## src/pkg/awct_defines.svh

```systemverilog
// Register offsets, field positions and reset values of the result checker
`ifndef AWCT_DEFINES_SVH
`define AWCT_DEFINES_SVH

// ****************************************************************
// Register offsets (byte addresses)
// ****************************************************************
`define AWCT_OFF_CTRL     8'h00
`define AWCT_OFF_LOWER    8'h04
`define AWCT_OFF_UPPER    8'h08
`define AWCT_OFF_FLAGS    8'h0c
`define AWCT_OFF_CLEAR    8'h10
`define AWCT_OFF_MASK     8'h14
`define AWCT_OFF_MASKED   8'h18
`define AWCT_OFF_CHAN     8'h40
`define AWCT_OFF_RESULT   8'h80

// ****************************************************************
// Field positions
// ****************************************************************
`define AWCT_CTRL_SWTRIG  0
`define AWCT_CTRL_FMT_LO  1
`define AWCT_CTRL_RES_LO  3
`define AWCT_CHAN_WCEN    0
`define AWCT_FLG_BELOW    0
`define AWCT_FLG_ABOVE    1
`define AWCT_FLG_INSIDE   2
`define AWCT_FLG_TOVF     3

// ****************************************************************
// Reset values
// ****************************************************************
`define AWCT_RST_LOWER    12'h000
`define AWCT_RST_UPPER    12'hfff
`define AWCT_RST_FLAGS    4'h0
`define AWCT_RST_MASK     4'h0
`define AWCT_RST_SEL      2'h0

`endif

```

## src/pkg/awct_pkg.sv

```systemverilog
// Types shared by the result checker files
package awct_pkg;

  // ****************************************************************
  // Data types
  // ****************************************************************
  typedef logic [11:0] awct_result_t;
  typedef logic [3:0]  awct_chan_t;
  typedef logic [3:0]  awct_flags_t;
  typedef logic [1:0]  awct_sel_t;

endpackage

```

## src/hdl/awct_window_cmp.sv

```systemverilog
// Single window comparator with registered outcome pulses
`timescale 1ns/1ps

module awct_window_cmp (
  // Clock and reset
  input  wire logic               ref_clk_i,
  input  wire logic               rst_n_i,
  // Value under test and thresholds
  input  wire logic               cmp_en_i,
  input  wire awct_pkg::awct_result_t value_i,
  input  wire awct_pkg::awct_result_t lower_i,
  input  wire awct_pkg::awct_result_t upper_i,
  // Outcome pulses
  output logic                    below_o,
  output logic                    above_o,
  output logic                    inside_o
);

  logic lt_lower;
  logic gt_upper;

  // Strict compares; equality counts as inside
  assign lt_lower = value_i < lower_i;                  // see RULE4
  assign gt_upper = value_i > upper_i;                  // see RULE5

  // Outcome pulses, one cycle per compared result
  always_ff @(posedge ref_clk_i) begin
    if (!rst_n_i) begin
      below_o  <= 1'b0;
      above_o  <= 1'b0;
      inside_o <= 1'b0;
    end else begin
      below_o  <= cmp_en_i & lt_lower;                  // see RULE4
      above_o  <= cmp_en_i & gt_upper;                  // see RULE5
      inside_o <= cmp_en_i & ~lt_lower & ~gt_upper;     // see RULE8
    end
  end

  // ****************************************************************
  // Assertions
  // ****************************************************************
  property p_inside_eq;
    @(posedge ref_clk_i) disable iff (!rst_n_i)
      cmp_en_i && (value_i == lower_i || value_i == upper_i) && lower_i <= upper_i
      |=> inside_o && !below_o && !above_o;
  endproperty
  a_inside_eq: assert property (p_inside_eq) else $error("equal result not inside"); // see RULE8

  property p_outcome_set;
    @(posedge ref_clk_i) disable iff (!rst_n_i)
      cmp_en_i && lower_i <= upper_i |=> $onehot({below_o, above_o, inside_o});
  endproperty
  a_outcome_set: assert property (p_outcome_set) else $error("not one outcome"); // see RULE3

  property p_idle;
    @(posedge ref_clk_i) disable iff (!rst_n_i)
      !cmp_en_i |=> !below_o && !above_o && !inside_o;
  endproperty
  a_idle: assert property (p_idle) else $error("outcome without compare"); // see RULE9

endmodule // awct_window_cmp

```

## src/hdl/awct_top.sv

```systemverilog
// Result checker: window compare, trigger overflow and flag registers
//
// Our own choices: the placing of the registers and the strobed register port.
`timescale 1ns/1ps
`include "awct_defines.svh"

// Overview of operation
// RULE1 - One window comparator serves the converter, thresholds set by software.
// RULE2 - Compared value is the result as written into result memory.
// RULE3 - Comparator yields three separate flagged outcomes per compared result.
// RULE4 - Result strictly below lower threshold sets the below-window flag.
// RULE5 - Result strictly above upper threshold sets the above-window flag.
// RULE6 - Trigger arriving while sampling or converting sets trigger overflow flag.
// RULE7 - Trigger overflow flag raises interrupt when enabled in the mask.
// RULE8 - Result between thresholds, equality included, sets the inside-window flag.
// RULE9 - Thresholds shared by all channels; compare enabled per channel control word.
// RULE10 - Format or resolution change leaves thresholds untouched; software reprograms.
// RULE11 - Flags stay set until software clears them; recurrence keeps them set.
module awct_top (
  // Clock and reset
  input  wire logic                   ref_clk_i,
  input  wire logic                   rst_n_i,
  // Register port
  input  wire logic [7:0]             reg_addr_i,
  input  wire logic [31:0]            reg_wdata_i,
  input  wire logic                   reg_wr_i,
  input  wire logic                   reg_rd_i,
  output logic [31:0]                 reg_rdata_o,
  // Converter side
  input  wire logic                   trig_evt_i,
  input  wire logic                   conv_busy_i,
  input  wire logic                   res_valid_i,
  input  wire awct_pkg::awct_result_t res_data_i,
  input  wire awct_pkg::awct_chan_t   res_chan_i,
  output logic                        conv_start_o,
  output awct_pkg::awct_sel_t         result_format_select_o,
  output awct_pkg::awct_sel_t         result_resolution_select_o,
  // Interrupt request
  output logic                        irq_o
);

  awct_pkg::awct_result_t window_lower_threshold_q;
  awct_pkg::awct_result_t window_upper_threshold_q;
  awct_pkg::awct_flags_t  flags_q;
  awct_pkg::awct_flags_t  flags_d;
  awct_pkg::awct_flags_t  flag_set;
  awct_pkg::awct_flags_t  flag_clr;
  awct_pkg::awct_flags_t  mask_q;
  logic                   soft_trig_q;
  logic                   trigger;
  logic                   chan_en;
  logic                   cmp_below;
  logic                   cmp_above;
  logic                   cmp_inside;
  logic [15:0]            window_compare_channel_enable_q;
  awct_pkg::awct_result_t conversion_result_memory [16];

  // ****************************************************************
  // Address decode
  // ****************************************************************
  function automatic logic in_block(input logic [7:0] addr, input logic [7:0] base);
    in_block = (addr[7:6] == base[7:6]) && (addr[1:0] == 2'h0);
  endfunction

  // ****************************************************************
  // Configuration registers
  // ****************************************************************
  // Thresholds have their own offsets; a format write never reaches them
  always_ff @(posedge ref_clk_i) begin
    if (!rst_n_i) begin
      window_lower_threshold_q <= `AWCT_RST_LOWER;
      window_upper_threshold_q <= `AWCT_RST_UPPER;
    end else if (reg_wr_i && reg_addr_i == `AWCT_OFF_LOWER) begin
      window_lower_threshold_q <= reg_wdata_i[11:0];     // see RULE1
    end else if (reg_wr_i && reg_addr_i == `AWCT_OFF_UPPER) begin
      window_upper_threshold_q <= reg_wdata_i[11:0];     // see RULE1
    end
  end

  // Format and resolution selects, passed on to the converter
  always_ff @(posedge ref_clk_i) begin
    if (!rst_n_i) begin
      result_format_select_o     <= `AWCT_RST_SEL;
      result_resolution_select_o <= `AWCT_RST_SEL;
    end else if (reg_wr_i && reg_addr_i == `AWCT_OFF_CTRL) begin
      result_format_select_o     <= reg_wdata_i[`AWCT_CTRL_FMT_LO +: 2]; // see RULE10
      result_resolution_select_o <= reg_wdata_i[`AWCT_CTRL_RES_LO +: 2]; // see RULE10
    end
  end

  // Software trigger is a one-cycle pulse from a control write
  always_ff @(posedge ref_clk_i) begin
    if (!rst_n_i) begin
      soft_trig_q <= 1'b0;
    end else begin
      soft_trig_q <= reg_wr_i && reg_addr_i == `AWCT_OFF_CTRL
                     && reg_wdata_i[`AWCT_CTRL_SWTRIG];
    end
  end

  // Interrupt mask
  always_ff @(posedge ref_clk_i) begin
    if (!rst_n_i) begin
      mask_q <= `AWCT_RST_MASK;
    end else if (reg_wr_i && reg_addr_i == `AWCT_OFF_MASK) begin
      mask_q <= reg_wdata_i[3:0];
    end
  end

  // Per-channel control words, compare enable bit only
  always_ff @(posedge ref_clk_i) begin
    if (!rst_n_i) begin
      window_compare_channel_enable_q <= 16'h0000;
    end else if (reg_wr_i && in_block(reg_addr_i, `AWCT_OFF_CHAN)) begin
      window_compare_channel_enable_q[reg_addr_i[5:2]] <= reg_wdata_i[`AWCT_CHAN_WCEN]; // see RULE9
    end
  end

  // ****************************************************************
  // Trigger handling
  // ****************************************************************
  assign trigger = trig_evt_i | soft_trig_q;

  // A trigger only starts the converter when it is idle
  always_ff @(posedge ref_clk_i) begin
    if (!rst_n_i) begin
      conv_start_o <= 1'b0;
    end else begin
      conv_start_o <= trigger & ~conv_busy_i;
    end
  end

  // ****************************************************************
  // Result memory and window compare
  // ****************************************************************
  // Results land here; no reset, software reads only written slots
  always_ff @(posedge ref_clk_i) begin
    if (res_valid_i) begin
      conversion_result_memory[res_chan_i] <= res_data_i; // see RULE2
    end
  end

  assign chan_en = res_valid_i & window_compare_channel_enable_q[res_chan_i]; // see RULE9

  // The one comparator, fed the value being written
  awct_window_cmp u_cmp (                                 // see RULE1
    .ref_clk_i (ref_clk_i),
    .rst_n_i   (rst_n_i),
    .cmp_en_i  (chan_en),
    .value_i   (res_data_i),                              // see RULE2
    .lower_i   (window_lower_threshold_q),
    .upper_i   (window_upper_threshold_q),
    .below_o   (cmp_below),
    .above_o   (cmp_above),
    .inside_o  (cmp_inside)
  );

  // ****************************************************************
  // Sticky flags
  // ****************************************************************
  assign flag_set = {trigger & conv_busy_i, cmp_inside, cmp_above, cmp_below}; // see RULE3
  assign flag_clr = (reg_wr_i && reg_addr_i == `AWCT_OFF_CLEAR) ? reg_wdata_i[3:0] : 4'h0;
  // Set beats clear so an event in the clearing cycle is kept
  assign flags_d  = (flags_q & ~flag_clr) | flag_set;    // see RULE11

  always_ff @(posedge ref_clk_i) begin
    if (!rst_n_i) begin
      flags_q <= `AWCT_RST_FLAGS;
    end else begin
      flags_q <= flags_d;                                 // see RULE6
    end
  end

  // Interrupt is registered from the next flag value, so it rises in the same cycle as the masked flags
  always_ff @(posedge ref_clk_i) begin
    if (!rst_n_i) begin
      irq_o <= 1'b0;
    end else begin
      irq_o <= |(flags_d & mask_q);                      // see RULE7
    end
  end

  // ****************************************************************
  // Read path
  // ****************************************************************
  // Data valid only in the cycle after the strobe; unmapped reads zero
  always_ff @(posedge ref_clk_i) begin
    if (!rst_n_i || !reg_rd_i) begin
      reg_rdata_o <= 32'h0000_0000;
    end else if (in_block(reg_addr_i, `AWCT_OFF_CHAN)) begin
      reg_rdata_o <= {31'h0, window_compare_channel_enable_q[reg_addr_i[5:2]]};
    end else if (in_block(reg_addr_i, `AWCT_OFF_RESULT)) begin
      reg_rdata_o <= {20'h0, conversion_result_memory[reg_addr_i[5:2]]};
    end else begin
      case (reg_addr_i)
        `AWCT_OFF_CTRL:   reg_rdata_o <= {27'h0, result_resolution_select_o,
                                          result_format_select_o, 1'b0};
        `AWCT_OFF_LOWER:  reg_rdata_o <= {20'h0, window_lower_threshold_q};
        `AWCT_OFF_UPPER:  reg_rdata_o <= {20'h0, window_upper_threshold_q};
        `AWCT_OFF_FLAGS:  reg_rdata_o <= {28'h0, flags_q};
        `AWCT_OFF_MASK:   reg_rdata_o <= {28'h0, mask_q};
        `AWCT_OFF_MASKED: reg_rdata_o <= {28'h0, flags_q & mask_q};
        default:          reg_rdata_o <= 32'h0000_0000;
      endcase
    end
  end

  // ****************************************************************
  // Assertions
  // ****************************************************************
  property p_tovf_set;
    @(posedge ref_clk_i) disable iff (!rst_n_i)
      trigger && conv_busy_i |=> flags_q[`AWCT_FLG_TOVF] && !conv_start_o;
  endproperty
  a_tovf_set: assert property (p_tovf_set) else $error("overflow flag missed"); // see RULE6

  property p_tovf_irq;
    @(posedge ref_clk_i) disable iff (!rst_n_i)
      trigger && conv_busy_i && mask_q[`AWCT_FLG_TOVF] |=> irq_o;
  endproperty
  a_tovf_irq: assert property (p_tovf_irq) else $error("overflow irq missed"); // see RULE7

  property p_below;
    @(posedge ref_clk_i) disable iff (!rst_n_i)
      chan_en && res_data_i < window_lower_threshold_q |-> ##2 flags_q[`AWCT_FLG_BELOW];
  endproperty
  a_below: assert property (p_below) else $error("below flag missed"); // see RULE4

  property p_above;
    @(posedge ref_clk_i) disable iff (!rst_n_i)
      chan_en && res_data_i > window_upper_threshold_q |-> ##2 flags_q[`AWCT_FLG_ABOVE];
  endproperty
  a_above: assert property (p_above) else $error("above flag missed"); // see RULE5

  property p_sticky;
    @(posedge ref_clk_i) disable iff (!rst_n_i)
      flags_q[`AWCT_FLG_INSIDE] && !(reg_wr_i && reg_addr_i == `AWCT_OFF_CLEAR)
      |=> flags_q[`AWCT_FLG_INSIDE];
  endproperty
  a_sticky: assert property (p_sticky) else $error("flag dropped by itself"); // see RULE11

  property p_thr_kept;
    @(posedge ref_clk_i) disable iff (!rst_n_i)
      reg_wr_i && reg_addr_i == `AWCT_OFF_CTRL
      |=> $stable(window_lower_threshold_q) && $stable(window_upper_threshold_q);
  endproperty
  a_thr_kept: assert property (p_thr_kept) else $error("threshold moved on ctrl write"); // see RULE10

  property p_mem_written;
    @(posedge ref_clk_i) disable iff (!rst_n_i)
      res_valid_i |=> conversion_result_memory[$past(res_chan_i)] == $past(res_data_i);
  endproperty
  a_mem_written: assert property (p_mem_written) else $error("result not stored"); // see RULE2

  property p_chan_off;
    @(posedge ref_clk_i) disable iff (!rst_n_i)
      res_valid_i && !window_compare_channel_enable_q[res_chan_i] && flags_q[2:0] == 3'h0
      && !cmp_below && !cmp_above && !cmp_inside
      |-> ##1 (!cmp_below && !cmp_above && !cmp_inside) ##1 flags_q[2:0] == 3'h0;
  endproperty
  a_chan_off: assert property (p_chan_off) else $error("disabled channel compared"); // see RULE9

  // An event in the clearing cycle must survive the clear
  property p_set_wins;
    @(posedge ref_clk_i) disable iff (!rst_n_i)
      flag_set != 4'h0 |=> (flags_q & $past(flag_set)) == $past(flag_set);
  endproperty
  a_set_wins: assert property (p_set_wins) else $error("flag event lost to clear"); // see RULE11

  // Read data stands only in the cycle after a read strobe
  property p_rdata_idle;
    @(posedge ref_clk_i) disable iff (!rst_n_i)
      !reg_rd_i |=> reg_rdata_o == 32'h0000_0000;
  endproperty
  a_rdata_idle: assert property (p_rdata_idle) else $error("read data outside its cycle");

endmodule // awct_top

```

## config.mk

```make
export PLATFORM = sky130hd
export DESIGN_NAME = awct_top
export DESIGN_NICKNAME = d
export VERILOG_FILES = /design/src/pkg/awct_pkg.sv /design/src/hdl/awct_window_cmp.sv /design/src/hdl/awct_top.sv
export VERILOG_INCLUDE_DIRS = /design/src /design/src/pkg
export SDC_FILE = /design/constraint.sdc
export NUM_CORES = 1
export LEC_CHECK = 0
export ABC_AREA = 1
export BUFFER_PORTS_ARGS = -buffer_cell sky130_fd_sc_hd__clkbuf_2
export CAP_MARGIN = 20
export CORE_MARGIN = 2
export CORE_UTILIZATION = 45
export CTS_CLUSTER_SIZE = 14
export DETAILED_ROUTE_END_ITERATION = 6
export HOLD_SLACK_MARGIN = 0.02
export SETUP_SLACK_MARGIN = 0.02
export SYNTH_ARGS = -nofsm -noshare
export SYNTH_HDL_FRONTEND = slang
export SYNTH_SLANG_ARGS = --single-unit
```

## constraint.sdc

```tcl
create_clock -name ref_clk_i -period 3.55 [get_ports ref_clk_i]
set_input_delay 0.5325 -clock ref_clk_i [delete_from_list [all_inputs] [get_ports ref_clk_i]]
set_output_delay 0.5325 -clock ref_clk_i [all_outputs]
set_load 0.02 [all_outputs]
```

======== Yosys cells after proc, flatten, opt, wreduce, memory -nomap -nowiden ========
Memories as Yosys holds them, arrays and structs flattened.
Cells that the tools add are included.
storage, ports and cells
  memories ................................ 1
  bits in writable memories ............... 192
  register bits after elaboration ......... 90
cells by class
  bitwise logic cells ..................... 17
  mux-type cells .......................... 13
  order comparisons ....................... 5
  reductions and logical operators ........ 19
  equal/unequal tests ..................... 8
memories
  memory                    words  width  read ports  clocked after Yosys merged registers in  wr ports  RTL line        RTL
  conversion_result_memory  16     12     1           0                                        1         awct_top.sv:56  awct_pkg::awct_result_t conversion_result_memory [16];
operators by type and width
  kind                                                                count
  one-hot mux 12 bit (6 select lines)                                 1
  == test 8 x 5 -> 1 bit (second input constant)                      3
  bitwise mux 16 bit                                                  1
  == test 8 x 4 -> 1 bit (second input constant)                      2
  AND 4 bit                                                           3
  > comparator 12 bit                                                 1
  < comparator 12 bit                                                 1
  two-way mux 12 bit                                                  1
  logical AND 1 bit                                                   10
  < comparator 4 x 5 -> 1 bit (second input constant)                 2
  binary-select mux 1 bit (select 4 bit)                              2
  == test 8 x 3 -> 1 bit (second input constant)                      1
  logical NOT 8 bit                                                   1
  AND 1 bit                                                           7
  two-way mux 1 bit                                                   6
  demux 1 bit (select 4 bit)                                          1
  greater-or-equal comparator 4 x 1 -> 1 bit (second input constant)  1
  two-way mux 4 bit                                                   1
  inverter 1 bit                                                      4
  inverter 4 bit                                                      1
  bitwise OR 4 bit                                                    1
  OR reduction 4 bit                                                  1
  OR reduction 3 bit                                                  1
  == test 2 x 1 -> 1 bit (second input constant)                      1
  other kinds (7)                                                     8

======== Longest topological paths before layout ========
  depth after elaboration ................. 8
  mapped depth ............................ 13
  gate-level depth less buffers ........... 11

======== Hierarchy ========
Synthesis repeated with hierarchy kept, for this count alone.
unflattened totals
  cell total of the unflattened synthesis .. 1,210
  area total of the unflattened synthesis .. 11,494.8 um2
modules (own cells, without submodules)
  module           cells each  times used  area an instance (um2)  sequential area each (um2)
  awct_top         1,088       1           10,765.3                7,106.8
  awct_window_cmp  122         1           729.4                   60.1

======== Worst setup path before layout ========
Ideal clock, no wire load.
  kind .................................... input-to-reg
  start point ............................. input port res_chan_i[1]
  end point ............................... memory conversion_result_memory[14][0] (netlist name) (enable)
  arrival time ............................ 1,453 ps
  buffers on the path ..................... 0
  stages .................................. 4
  setup slack ............................. 1,717 ps
  required time ........................... 3,170 ps
  setup time .............................. 380 ps
  path through ............................ inv_1 > nor2_1 > nand2_1 > nor2_1
RTL lines
  element             RTL line        RTL
  start: declaration  awct_top.sv:34  input wire awct_pkg::awct_chan_t res_chan_i,
  end: declaration    awct_top.sv:56
No word-level cell before the write port.

======== Worst setup path after layout ========
  start point ............................. input port reg_addr_i[2]
  end point ............................... register window_upper_threshold_q[2]
on the way
  cells in the longest elaborated chain, start to end .. 4
  elaborated cells between the ends (all ways) .. 6
  classes of those cells .................. 2 x eq/ne; 1 x bitwise; 3 x reduce/logical
ends and longest elaborated chain
  element                          RTL line        RTL
  start: declaration               awct_top.sv:24  input wire logic [7:0] reg_addr_i,
  == test 8 x 3 -> 1 bit           n/a
  logical AND 1 bit (no line)      n/a
  inverter 1 bit (no line)         n/a
  AND reduction 2 bit (no line) *  n/a
  end signal: assignment           awct_top.sv:72  window_upper_threshold_q <= `AWCT_RST_UPPER;
  end signal: assignment           awct_top.sv:76  window_upper_threshold_q <= reg_wdata_i[11:0];
  end: declaration                 awct_top.sv:43  awct_pkg::awct_result_t window_upper_threshold_q;
Every way passes the cells marked *; elsewhere a longest branch is shown, timed or not.
A chain may end at the register's enable or synchronous reset.

==> results.ini <==
[sta]
setup_violations = 0
grt_setup_unrepaired = no
fin_setup_tns_ps = 0
period_share = 0.6095
finalHoldViolations = 0
relSlewSlack = 0.5352
drv_slew = 0
worst_pin_slew_ps = 694.6
finalCriticalPeriod_ps = 2164
skew_ps = 11.79
max_freq_ghz = 0.4622

[clock_tree]
clk_latency_ps = 560
cts_tree = built
clk_pin_slew_ps = 60
post_cts_buffers = 0
cts_buffers = 29
ctsHoldBuffers = 0
cts_root_buf = clkbuf_16
clockBufferDepth = 3
cts_resized = 0
clock_sinks = 262
htree_levels = 1

[detailed_routing]
drt-vias-per-instance = 5.266
drt_iter0_drc = 830
wl_um = 29530
route.detailed.drc = 0
wl_per_cell_um = 18.66
drt_first_pass_iters = 5
vias = 8336
detail-route-antenna-nets = 0

[setup_path]
cp.arrival_ps = 2640
endpoint_kind = flop
start_kind = primary input
cp.required_ps = 4020
cp_max_fo = 24
worstSetupPathType = in -> reg

[placement]
place_area_sq_um = 12090
gp_congestion = 0.8926
port_buffers = 60
hpwl_um = 19590

[yosys]
synth.most_common_cell = nand2_1
ys_top_cells_by_count = 388 x nand2_1, 192 x edfxtp_1, 79 x inv_1
yosys-top-cells-area = edfxtp_1 51%, nand2_1 13%, dfxtp_1 12%
synth_largest_area_cell = edfxtp_1
async_flop_share = 0
synth_top_area_share = 0.5069
syn_avg_cell_area_sq_um = 9.891
synth_seq_cells = 262
yosysWarnings = 0
synth_area_sq_um = 11370
synth_edf_count = 192
ys_types = 34
yosysSeqAreaShare = 0.6301
synthCells = 1150
synth_ff_type = edfxtp_1

[layout]
nets = 1316
fin_util = 0.5226
syn_to_final_growth_pct = 14.68
final_area_sq_um = 13050
drive_gt1_frac = 0.1213
antenna_cells = 0
n_fill_cell = 2304

[pwr]
fin_total_pwr_mw = 6.740
peakVddDrop_v = 0.0004168
power.density_nw_per_um2 = 516.7
power_leakage_nw = 5.203

[job]
maxCapViolations = 0

[global_route]
grt_max_degree = 40
first_global_vias = 7695
antenna_found_initial = 0
grt_pass1_wl_um = 44930
grt-ovfl-total = 0
grt_usage = 0.2245

[floorplan]
pin_count = 101
core_sq_um = 24960
placementRows = 58
initial_utilization = 0.4556
die_h_um = 163.0
die-area_sq_um = 26560
die_w_um = 163.0

[outcome]
status = completed

[worst_hold_path]
holdCritPathClass = in -> reg

-- placed cells by master (no fill, tap or decap), types with 14 or more instances in the layout --
master,count
nand4_1,24
buf_4,27
a22oi_1,17
nand2_1,388
nor2_1,63
clkbuf_16,29
a21oi_1,65
o21ai_0,68
inv_1,79
conb_1,20
nor3_1,15
dfxtp_1,70
edfxtp_1,192
o211ai_1,14
nand3_1,30
clkbuf_2,60
ha_1,23
-- critical path, cell delays in order --
cell and delay, ps:
clkbuf_2 150, inv_2 410, nand2_2 220, nor3_1 410
inv_1 190, nor2_4 490, nand2_1 110, o211ai_1 100
-- registers in the layout, indices dropped and copies added (netlist names) --
register and count:
soft_trig_q 1, conversion_result_memory 192, result_resolution_select_o 2, window_compare_channel_enable_q 16, reg_rdata_o 12, irq_o 1
window_upper_threshold_q 12, u_cmp.below_o 1, result_format_select_o 2, mask_q 4, flags_q 4, u_cmp.inside_o 1
u_cmp.above_o 1, conv_start_o 1, window_lower_threshold_q 12
-- logic make-up after synthesis --
family / after synthesis / synth area share
DFF: 262 / 0.6301
other: 1 / 0.0003297
AOI/OAI and AO/OA: 185 / 0.09152
adders and majority gates: 23 / 0.02530
and+or+nand+nor: 536 / 0.1944
buffers and inverters: 143 / 0.05841
-- power breakdown --
group          internal, mW  switching, mW  total, mW
Clock                  1.77           1.22       2.99
Sequential             3.33         0.0112       3.34
Combinational         0.102          0.302      0.404
Total                  5.20           1.54       6.74
-- layer usage --
| metal | wire length (um) | up-vias | global-route usage |
|---|---|---|---|
| met5 | 0 | - | 0 |
| met4 | 631 | 0 | 0.05913 |
| met1 | 13990 | 3988 | 0.3315 |
| li1 | - | 4041 | - |
| met3 | 1658 | 47 | 0.02903 |
| met2 | 13250 | 260 | 0.3515 |
-- final timing paths --
path,startpoint,to,slack (ps),depth (start not counted)
max,reg_addr_i[2],window_upper_threshold_q[2],1390,8
max reg2reg,window_lower_threshold_q[7],u_cmp.below_o,1740,8
min,conv_busy_i,conv_start_o,160,2
min reg2reg,window_compare_channel_enable_q[1],window_compare_channel_enable_q[1],470,1
-- stage by stage --
stage / hold WS, ps / cells / setup WS (ps)
final: 162.5 / 1583 / 1386
after global routing: 146.0 / 1583 / 1228
after CTS: 141.6 / 1583 / 1465
after detailed placement: 452.9 / 1529 / 893.6
after global placement: 449.5 / 1529 / 911.3
after floorplan: 435.9 / 1169 / 1717
-- cell type report --
type,instances,area [sq um],share of cell area
Timing Repair Buffer,90,563.0,0.04316
Clock buffer,37,775.7,0.05947
Clock inverter,17,182.7,0.01400
Tap cell,330,412.9,0.03165
Inverter,83,314.1,0.02407
Sequential cell,262,7167,0.5494
Multi-Input combinational cell,764,3630,0.2782
Power figures use the tool's default switching activity.
